[src/oefl_pkg.sv]
// Constants, register map and carrier types for the OTG event flag latches.
// Assumes a 10 MHz aclk and an AXI4-Lite master with 32-bit data.
package oefl_pkg;

  localparam int OEFL_ADDR_W = 4;
  localparam int OEFL_DATA_W = 32;
  localparam int OEFL_REG_W = 16;

  // Register byte offsets
  localparam logic [OEFL_ADDR_W-1:0] OEFL_OFS_FLAGS = 4'h0;
  localparam logic [OEFL_ADDR_W-1:0] OEFL_OFS_ENABLES = 4'h4;
  localparam logic [OEFL_ADDR_W-1:0] OEFL_OFS_CONTROL = 4'h8;
  localparam logic [OEFL_ADDR_W-1:0] OEFL_OFS_STATE = 4'hC;

  // Flag and status bit positions
  localparam int OEFL_BIT_TIMER = 10;
  localparam int OEFL_BIT_LONG_SE0 = 9;
  localparam int OEFL_BIT_SRP = 8;
  localparam int OEFL_BIT_RESUME = 7;
  localparam int OEFL_BIT_SUSPEND = 6;
  localparam int OEFL_BIT_RMT = 5;
  localparam int OEFL_BIT_BSV = 4;
  localparam int OEFL_BIT_ASV = 3;
  localparam int OEFL_FLAG_LO = 3;
  localparam int OEFL_FLAG_HI = 10;
  localparam int OEFL_NFLAGS = OEFL_FLAG_HI - OEFL_FLAG_LO + 1;
  localparam int OEFL_SEL_BIT = 9;
  localparam int OEFL_SUSP_STATE_BIT = 6;

  // Implemented bits of each register; the rest read zero
  localparam logic [OEFL_REG_W-1:0] OEFL_FLAG_MASK = 16'h07F8;
  localparam logic [OEFL_REG_W-1:0] OEFL_ENABLE_MASK = 16'h07F8;
  localparam logic [OEFL_REG_W-1:0] OEFL_CONTROL_MASK = 16'h0200;
  localparam logic [OEFL_REG_W-1:0] OEFL_REG_RESET = 16'h0000;

  localparam logic [1:0] OEFL_RESP_OKAY = 2'h0;
  localparam logic [1:0] OEFL_RESP_SLVERR = 2'h2;

  // Timing
  localparam int OEFL_CLK_KHZ = 10000;
  localparam int OEFL_LONG_SE0_US = 2000;
  localparam int OEFL_SUSPEND_IDLE_US = 3000;
  localparam int OEFL_LONG_SE0_CYCLES = OEFL_LONG_SE0_US * OEFL_CLK_KHZ / 1000;
  localparam int OEFL_SUSPEND_IDLE_CYCLES =
    OEFL_SUSPEND_IDLE_US * OEFL_CLK_KHZ / 1000;
  localparam int OEFL_CNT_W = 16;

  // Bus line state, sampled levels
  typedef struct packed {
    logic se0;
    logic j;
    logic k;
  } oefl_line_t;

  // Analog comparator and detector levels and pulses
  typedef struct packed {
    logic remote_pullup_present;
    logic b_session_valid;
    logic a_session_valid;
    logic vbus_pulse_seen;
    logic data_line_pulse_seen;
    logic timer_timeout;
  } oefl_status_in_t;

  typedef struct packed {
    logic q;
  } oefl_cell_state_t;

endpackage

[src/oefl_flag_cell.sv]
// One sticky event flag with write-one-to-clear.
// Assumes set and clear are single-cycle strobes in the aclk domain.
`timescale 1ns/10ps
module oefl_flag_cell (
  // Clock and reset
  input wire logic aclk,
  input wire logic aresetn,
  // Event and software clear
  input wire logic set,
  input wire logic clear,
  // Flag
  output logic q
);
  import oefl_pkg::*;

  oefl_cell_state_t state;
  oefl_cell_state_t next_state;

  always_comb begin
    next_state = state;
    if (set) begin
      next_state.q = 1'b1;
    end else if (clear) begin
      next_state.q = 1'b0;
    end
  end

  always_ff @(posedge aclk) begin
    if (!aresetn) begin
      state <= '0;
    end else begin
      state <= next_state;
    end
  end

  assign q = state.q;
endmodule

[src/oefl_top.sv]
// OTG event flag latches, bits 10 to 3, with an AXI4-Lite register slave.
// Assumes all inputs are synchronous to aclk; timer_timeout, vbus and
// data-line pulse inputs are one-cycle strobes, the rest are levels.
`timescale 1ns/10ps
module oefl_top #(
  parameter int LONG_SE0_CYCLES = oefl_pkg::OEFL_LONG_SE0_CYCLES,
  parameter int SUSPEND_IDLE_CYCLES = oefl_pkg::OEFL_SUSPEND_IDLE_CYCLES
) (
  // Clock and reset
  input wire logic aclk,
  input wire logic aresetn,
  // AXI4-Lite write address
  input wire logic awvalid,
  output logic awready,
  input wire logic [oefl_pkg::OEFL_ADDR_W-1:0] awaddr,
  input wire logic [2:0] awprot,
  // AXI4-Lite write data
  input wire logic wvalid,
  output logic wready,
  input wire logic [oefl_pkg::OEFL_DATA_W-1:0] wdata,
  input wire logic [3:0] wstrb,
  // AXI4-Lite write response
  output logic bvalid,
  input wire logic bready,
  output logic [1:0] bresp,
  // AXI4-Lite read address
  input wire logic arvalid,
  output logic arready,
  input wire logic [oefl_pkg::OEFL_ADDR_W-1:0] araddr,
  input wire logic [2:0] arprot,
  // AXI4-Lite read data
  output logic rvalid,
  input wire logic rready,
  output logic [oefl_pkg::OEFL_DATA_W-1:0] rdata,
  output logic [1:0] rresp,
  // Bus line state and analog status
  input wire oefl_pkg::oefl_line_t line,
  input wire oefl_pkg::oefl_status_in_t status_in,
  // Outputs
  output logic [oefl_pkg::OEFL_REG_W-1:0] otg_event_flags,
  output logic timer_expiry_irq
);
  import oefl_pkg::*;

  localparam logic [OEFL_CNT_W-1:0] SE0_LIMIT =
    OEFL_CNT_W'(LONG_SE0_CYCLES);
  localparam logic [OEFL_CNT_W-1:0] IDLE_LIMIT =
    OEFL_CNT_W'(SUSPEND_IDLE_CYCLES);

  typedef struct packed {
    logic aw_held;
    logic [OEFL_ADDR_W-1:0] aw_addr;
    logic w_held;
    logic [OEFL_DATA_W-1:0] w_data;
    logic [3:0] w_strb;
    logic bvalid;
    logic [1:0] bresp;
    logic rvalid;
    logic [OEFL_DATA_W-1:0] rdata;
    logic [1:0] rresp;
    logic [OEFL_REG_W-1:0] otg_event_enables;
    logic [OEFL_REG_W-1:0] otg_control_register;
    logic prev_rmt;
    logic prev_bsv;
    logic prev_asv;
    logic prev_j;
    logic [OEFL_CNT_W-1:0] se0_cnt;
    logic long_se0;
    logic [OEFL_CNT_W-1:0] idle_cnt;
    logic suspended;
  } oefl_state_t;

  oefl_state_t state;
  oefl_state_t next_state;

  logic [OEFL_NFLAGS-1:0] flag_set;
  logic [OEFL_NFLAGS-1:0] flag_clear;
  logic [OEFL_NFLAGS-1:0] flag_q;
  logic [OEFL_REG_W-1:0] flags_word;
  logic [OEFL_REG_W-1:0] state_word;
  logic do_write;
  logic write_flags;
  logic [OEFL_REG_W-1:0] lane_mask;
  logic [OEFL_REG_W-1:0] merged;
  logic idle;
  logic long_se0_now;
  logic suspend_now;
  logic srp_event;

  // Flag word and live state word as software sees them
  always_comb begin
    flags_word = '0;
    flags_word[OEFL_FLAG_HI:OEFL_FLAG_LO] = flag_q;
    state_word = '0;
    state_word[OEFL_BIT_LONG_SE0] = state.long_se0;
    state_word[OEFL_SUSP_STATE_BIT] = state.suspended;
    state_word[OEFL_BIT_RMT] = status_in.remote_pullup_present;
    state_word[OEFL_BIT_BSV] = status_in.b_session_valid;
    state_word[OEFL_BIT_ASV] = status_in.a_session_valid;
  end

  // Bus condition detectors
  assign idle = line.j && !line.se0;
  assign long_se0_now = line.se0 && (state.se0_cnt == SE0_LIMIT);
  assign suspend_now = idle && (state.idle_cnt == IDLE_LIMIT);
  assign srp_event = state.otg_control_register[OEFL_SEL_BIT] ?
    status_in.data_line_pulse_seen : status_in.vbus_pulse_seen;

  // Event strobes into the flag cells
  always_comb begin
    flag_set = '0;
    flag_set[OEFL_BIT_TIMER-OEFL_FLAG_LO] = status_in.timer_timeout;
    flag_set[OEFL_BIT_LONG_SE0-OEFL_FLAG_LO] =
      long_se0_now && !state.long_se0;
    flag_set[OEFL_BIT_SRP-OEFL_FLAG_LO] = srp_event;
    flag_set[OEFL_BIT_RESUME-OEFL_FLAG_LO] =
      state.suspended && state.prev_j && line.k;
    flag_set[OEFL_BIT_SUSPEND-OEFL_FLAG_LO] =
      suspend_now && !state.suspended;
    flag_set[OEFL_BIT_RMT-OEFL_FLAG_LO] =
      status_in.remote_pullup_present ^ state.prev_rmt;
    flag_set[OEFL_BIT_BSV-OEFL_FLAG_LO] =
      status_in.b_session_valid ^ state.prev_bsv;
    flag_set[OEFL_BIT_ASV-OEFL_FLAG_LO] =
      status_in.a_session_valid ^ state.prev_asv;
  end

  // Write decode with byte lanes
  assign do_write = state.aw_held && state.w_held && !state.bvalid;
  assign lane_mask = {{8{state.w_strb[1]}}, {8{state.w_strb[0]}}};
  assign write_flags = do_write && (state.aw_addr == OEFL_OFS_FLAGS);
  assign flag_clear = write_flags ?
    (state.w_data[OEFL_FLAG_HI:OEFL_FLAG_LO] &
     lane_mask[OEFL_FLAG_HI:OEFL_FLAG_LO]) : '0;

  always_comb begin
    merged = '0;
    next_state = state;
    // Address and data may arrive in either order
    if (awvalid && !state.aw_held) begin
      next_state.aw_held = 1'b1;
      next_state.aw_addr = awaddr;
    end
    if (wvalid && !state.w_held) begin
      next_state.w_held = 1'b1;
      next_state.w_data = wdata;
      next_state.w_strb = wstrb;
    end
    if (do_write) begin
      next_state.aw_held = 1'b0;
      next_state.w_held = 1'b0;
      next_state.bvalid = 1'b1;
      next_state.bresp = OEFL_RESP_OKAY;
      unique case (state.aw_addr)
        OEFL_OFS_FLAGS, OEFL_OFS_STATE: begin
        end
        OEFL_OFS_ENABLES: begin
          merged = (state.otg_event_enables & ~lane_mask) |
            (state.w_data[OEFL_REG_W-1:0] & lane_mask);
          next_state.otg_event_enables = merged & OEFL_ENABLE_MASK;
        end
        OEFL_OFS_CONTROL: begin
          merged = (state.otg_control_register & ~lane_mask) |
            (state.w_data[OEFL_REG_W-1:0] & lane_mask);
          next_state.otg_control_register = merged & OEFL_CONTROL_MASK;
        end
        default: begin
          next_state.bresp = OEFL_RESP_SLVERR;
        end
      endcase
    end
    if (state.bvalid && bready) begin
      next_state.bvalid = 1'b0;
    end
    // Read channel, one outstanding read
    if (state.rvalid && rready) begin
      next_state.rvalid = 1'b0;
    end
    if (arvalid && !state.rvalid) begin
      next_state.rvalid = 1'b1;
      next_state.rresp = OEFL_RESP_OKAY;
      next_state.rdata = '0;
      unique case (araddr)
        OEFL_OFS_FLAGS: begin
          next_state.rdata[OEFL_REG_W-1:0] = flags_word;
        end
        OEFL_OFS_ENABLES: begin
          next_state.rdata[OEFL_REG_W-1:0] = state.otg_event_enables;
        end
        OEFL_OFS_CONTROL: begin
          next_state.rdata[OEFL_REG_W-1:0] = state.otg_control_register;
        end
        OEFL_OFS_STATE: begin
          next_state.rdata[OEFL_REG_W-1:0] = state_word;
        end
        default: begin
          next_state.rresp = OEFL_RESP_SLVERR;
        end
      endcase
    end
    // Status history for change detection
    next_state.prev_rmt = status_in.remote_pullup_present;
    next_state.prev_bsv = status_in.b_session_valid;
    next_state.prev_asv = status_in.a_session_valid;
    next_state.prev_j = line.j;
    // SE0 duration, saturating
    if (!line.se0) begin
      next_state.se0_cnt = '0;
    end else if (state.se0_cnt != SE0_LIMIT) begin
      next_state.se0_cnt = state.se0_cnt + 1'b1;
    end
    next_state.long_se0 = long_se0_now;
    // Idle duration and suspend state
    if (!idle) begin
      next_state.idle_cnt = '0;
    end else if (state.idle_cnt != IDLE_LIMIT) begin
      next_state.idle_cnt = state.idle_cnt + 1'b1;
    end
    if (suspend_now) begin
      next_state.suspended = 1'b1;
    end else if (!idle) begin
      next_state.suspended = 1'b0;
    end
  end

  always_ff @(posedge aclk) begin
    if (!aresetn) begin
      state <= '0;
    end else begin
      state <= next_state;
    end
  end

  genvar gi;
  generate
    for (gi = 0; gi < OEFL_NFLAGS; gi++) begin : g_flag
      oefl_flag_cell u_cell (
        .aclk(aclk),
        .aresetn(aresetn),
        .set(flag_set[gi]),
        .clear(flag_clear[gi]),
        .q(flag_q[gi])
      );
    end
  endgenerate

  assign awready = !state.aw_held;
  assign wready = !state.w_held;
  assign bvalid = state.bvalid;
  assign bresp = state.bresp;
  assign arready = !state.rvalid;
  assign rvalid = state.rvalid;
  assign rdata = state.rdata;
  assign rresp = state.rresp;
  assign otg_event_flags = flags_word;
  assign timer_expiry_irq = flag_q[OEFL_BIT_TIMER-OEFL_FLAG_LO] &&
    state.otg_event_enables[OEFL_BIT_TIMER];
endmodule

[config.mk]
export PLATFORM = sky130hd
export DESIGN_NAME = oefl_top
export DESIGN_NICKNAME = d
export VERILOG_FILES = /design/src/oefl_pkg.sv /design/src/oefl_flag_cell.sv /design/src/oefl_top.sv
export SDC_FILE = /design/constraint.sdc
export NUM_CORES = 1
export LEC_CHECK = 0
export BUFFER_PORTS_ARGS = -buffer_cell sky130_fd_sc_hd__buf_2
export CAP_MARGIN = 5
export CORE_ASPECT_RATIO = 1.4
export CORE_UTILIZATION = 54
export CTS_BUF_LIST = sky130_fd_sc_hd__clkbuf_4 sky130_fd_sc_hd__clkbuf_8 sky130_fd_sc_hd__clkbuf_16
export CTS_CLUSTER_DIAMETER = 30
export CTS_CLUSTER_SIZE = 25
export DETAILED_ROUTE_END_ITERATION = 10
export PLACE_DENSITY = 0.86
export SYNTH_ARGS = -nofsm -noshare
export SYNTH_HDL_FRONTEND = slang
export SYNTH_HIERARCHICAL = 1
export SYNTH_SLANG_ARGS = --single-unit
[constraint.sdc]
create_clock -name aclk -period 5.7 [get_ports aclk]
set_clock_uncertainty 0.15 [all_clocks]
set_input_delay 0.57 -clock aclk [delete_from_list [all_inputs] [get_ports aclk]]
set_output_delay 0.57 -clock aclk [all_outputs]
set_load 0.01 [all_outputs]
==> impl_metrics.toml <==
[synth]
syn_inst = 450
ys_types = 48
ys_warn_count = 6
yosysSeqAreaShare_pct = 41.40
async_flop_share_pct = 0
synth.ff_latch_count = 83
netlist_area_um2 = 4014
synth_edf_count = 0
avgSynthCellArea_um2 = 8.920
ys.flop_type = "dfxtp_1"

[routing]
routed_via_density = 5.285
dr.pass1.iters = 4
wirelength_met1_um = 3321
routedWlPerCell_um = 13.01
vias = 3129
drt-initial-drc-count = 121
ant_nets = 0
drc = 0
wl_met3_um = 312
highest_layer = "met4"
wl_met2_um = 3901
routed_wl_um = 7701

[power_and_ir_drop]
pwr-share-seq_pct = 55.4
finalPower_mw = 1.096
swShare_pct = 25.55
vdd_ir_drop_max_mv = 0.1243
pwr-share-clk_pct = 36.4
p_leak_nw = 1.724
combPwrFrac_pct = 8.3
internal_power_mw = 0.8156
p_sw_mw = 0.2799
power_density_nw_per_um2 = 252.4

[place]
numPortBuffers = 57
gp_congestion = 0.8423
hpwl_um = 5628

[sta]
fmax_ghz = 0.4680
setup_viol_count_final = 0
drv_slew = 0
relSlewSlack_pct = 42.36
final_hold_viol_count = 0
grt_setup_unrepaired = "false"
final.period_utilization_pct = 37.48
tightest_slew_ns = 0.8646
setup_tns_ns = 0
period_minus_slack_ns = 2.137

[cells_and_area]
layout_common_cells = "83 x dfxtp_1, 57 x buf_2, 37 x nand2_1, 35 x nor2_1, 34 x conb_1"
layout.nets = 562
area_delta_synth_final_pct = 8.136
final_layout_size_suffix_gt1_share_pct = 18.51
utilization_pct = 61.38
final_common_cell = "dfxtp_1"
antennaDiodeCount = 0

[status]
status = "complete, no violations"

[clock_tree]
cts_tree = "yes"
ctsHoldBuffers = 0
numCtsBuffers = 9
cts_resized = 0
clk_pin_slew_worst_paths_ns = 0.09
clock_path_buffers = 2
clk_latency_ns = 0.36
post-cts-setup-buffers = 0
clock_sinks = 83
cts_max_level = 3
cts_root_buf = "clkbuf_8"

[setup_path]
worstPathCellList = "buf_2 -> nand3b_1 -> a21oi_1"
cp_max_fo = 59
worstSetupPathType = "in -> reg"
arrival_ns = 2.25
cpPeakStageDelay_ns = 0.67
end_kind = "register"
cp_slowest_cell = "nand3b_1"
start_kind = "primary input"
required_ns = 5.81

[grt]
antenna_found_initial = 0
grt_pass1_vias = 2989
grt_max_degree = 60
grt_first_pass_wirelength_um = 13250
track_usage_pct = 21.54
overflow = 0

[floorplan]
dieArea_um2 = 7787
pin_count = 124
die_h_um = 104.0
fp.dieW_um = 74.87
fp.coreArea_um2 = 7072
rows = 36
initial_core_util_pct = 56.76

[hold_path]
hp-class = "in -> reg"

[flow_run]
cap_violations = 0
## logic make-up (layout without fill, tap and decap cells)
| group | Yosys count | in the layout | share of synthesized area, % |
|---|---|---|---|
| buffers and inverters | 72 | 86 | 10.88 |
| AOI/OAI and AO/OA | 56 | 56 | 8.759 |
| and+or+nand+nor | 192 | 192 | 27.62 |
| muxes | 16 | 16 | 4.333 |
| DFF | 83 | 83 | 41.40 |
| adders and majority gates | 4 | 4 | 1.247 |
| other | 1 | 34 | 0.09343 |
| xor gates and xnor gates | 26 | 26 | 5.673 |
## worst paths after layout
kind	slack [ns]	endpoint	start	cells after the start
max	3.56	state[3]$_SDFFE_PN0P_	aresetn	3
min	0.26	g_flag[7].u_cell/q$_SDFFE_PN0P_	status_in[0]	2
max reg2reg	3.72	g_flag[3].u_cell/q$_SDFFE_PN0P_	state[1]$_SDFFE_PN0P_	6
min reg2reg	0.32	register	register	2
## cell type report
class	count	area [um^2]
tap	95	118.9
inverter	13	48.80
fill	600	2731
clock inverter	4	33.78
sequential	83	1662
timing repair buffer	57	285.3
clock buffer	12	152.6
multi-input combinational	328	2039
## routing by layer
metal,up-vias,global-route usage [%]
met2,92,36.68
li1,1543,-
met1,1480,25.11
met4,0,10.38
met3,14,3.973
met5,-,0
## power groups by stage
| stage | sequential, mW | clock (mW) | combinational [mW] |
|---|---|---|---|
| floorplan | 0.619 | 0 | 0.0794 |
| global placement | 0.619 | 0 | 0.0880 |
| detailed placement | 0.620 | 0 | 0.0903 |
| CTS | 0.606 | 0.400 | 0.0908 |
| global route | 0.609 | 0.425 | 0.102 |
| finish | 0.607 | 0.398 | 0.0907 |
## worst max-delay path, delay by kind of cell
kind | cells | cell delay, ns
simple gates | 1 | 0.67
compound gates | 1 | 0.33
buf+inv | 1 | 0.65
## cells in the mapped netlist, types with 11 or more instances
master,instances,area share [%]
dfxtp_1,83,41
buf_4,44,8.2
nand2_1,37,3.5
nor2_1,35,3.3
nand3_1,23,2.9
o21ai_0,18,2.2
nor2b_1,17,2.6
clkbuf_1,14,1.3
mux2i_1,14,3.5
xor2_1,14,3.1
inv_1,13,1.2
nand4_1,13,2.0
and2_1,12,1.9
xnor2_1,12,2.6
a21oi_1,11,1.4
## stage by stage
step | std cells | hold slack [ns] | setup WS, ns | area [um^2]
final | 592 | 0.2645 | 3.563 | 4340
after CTS | 592 | 0.2607 | 3.587 | 4340
after detailed placement | 576 | 0.3080 | 3.207 | 4154
after floorplan | 483 | 0.2856 | 3.894 | 4138
after global routing | 592 | 0.2717 | 3.387 | 4340
after global placement | 576 | 0.2982 | 3.310 | 4154
Note: power is estimated with default switching activity, not from simulation.
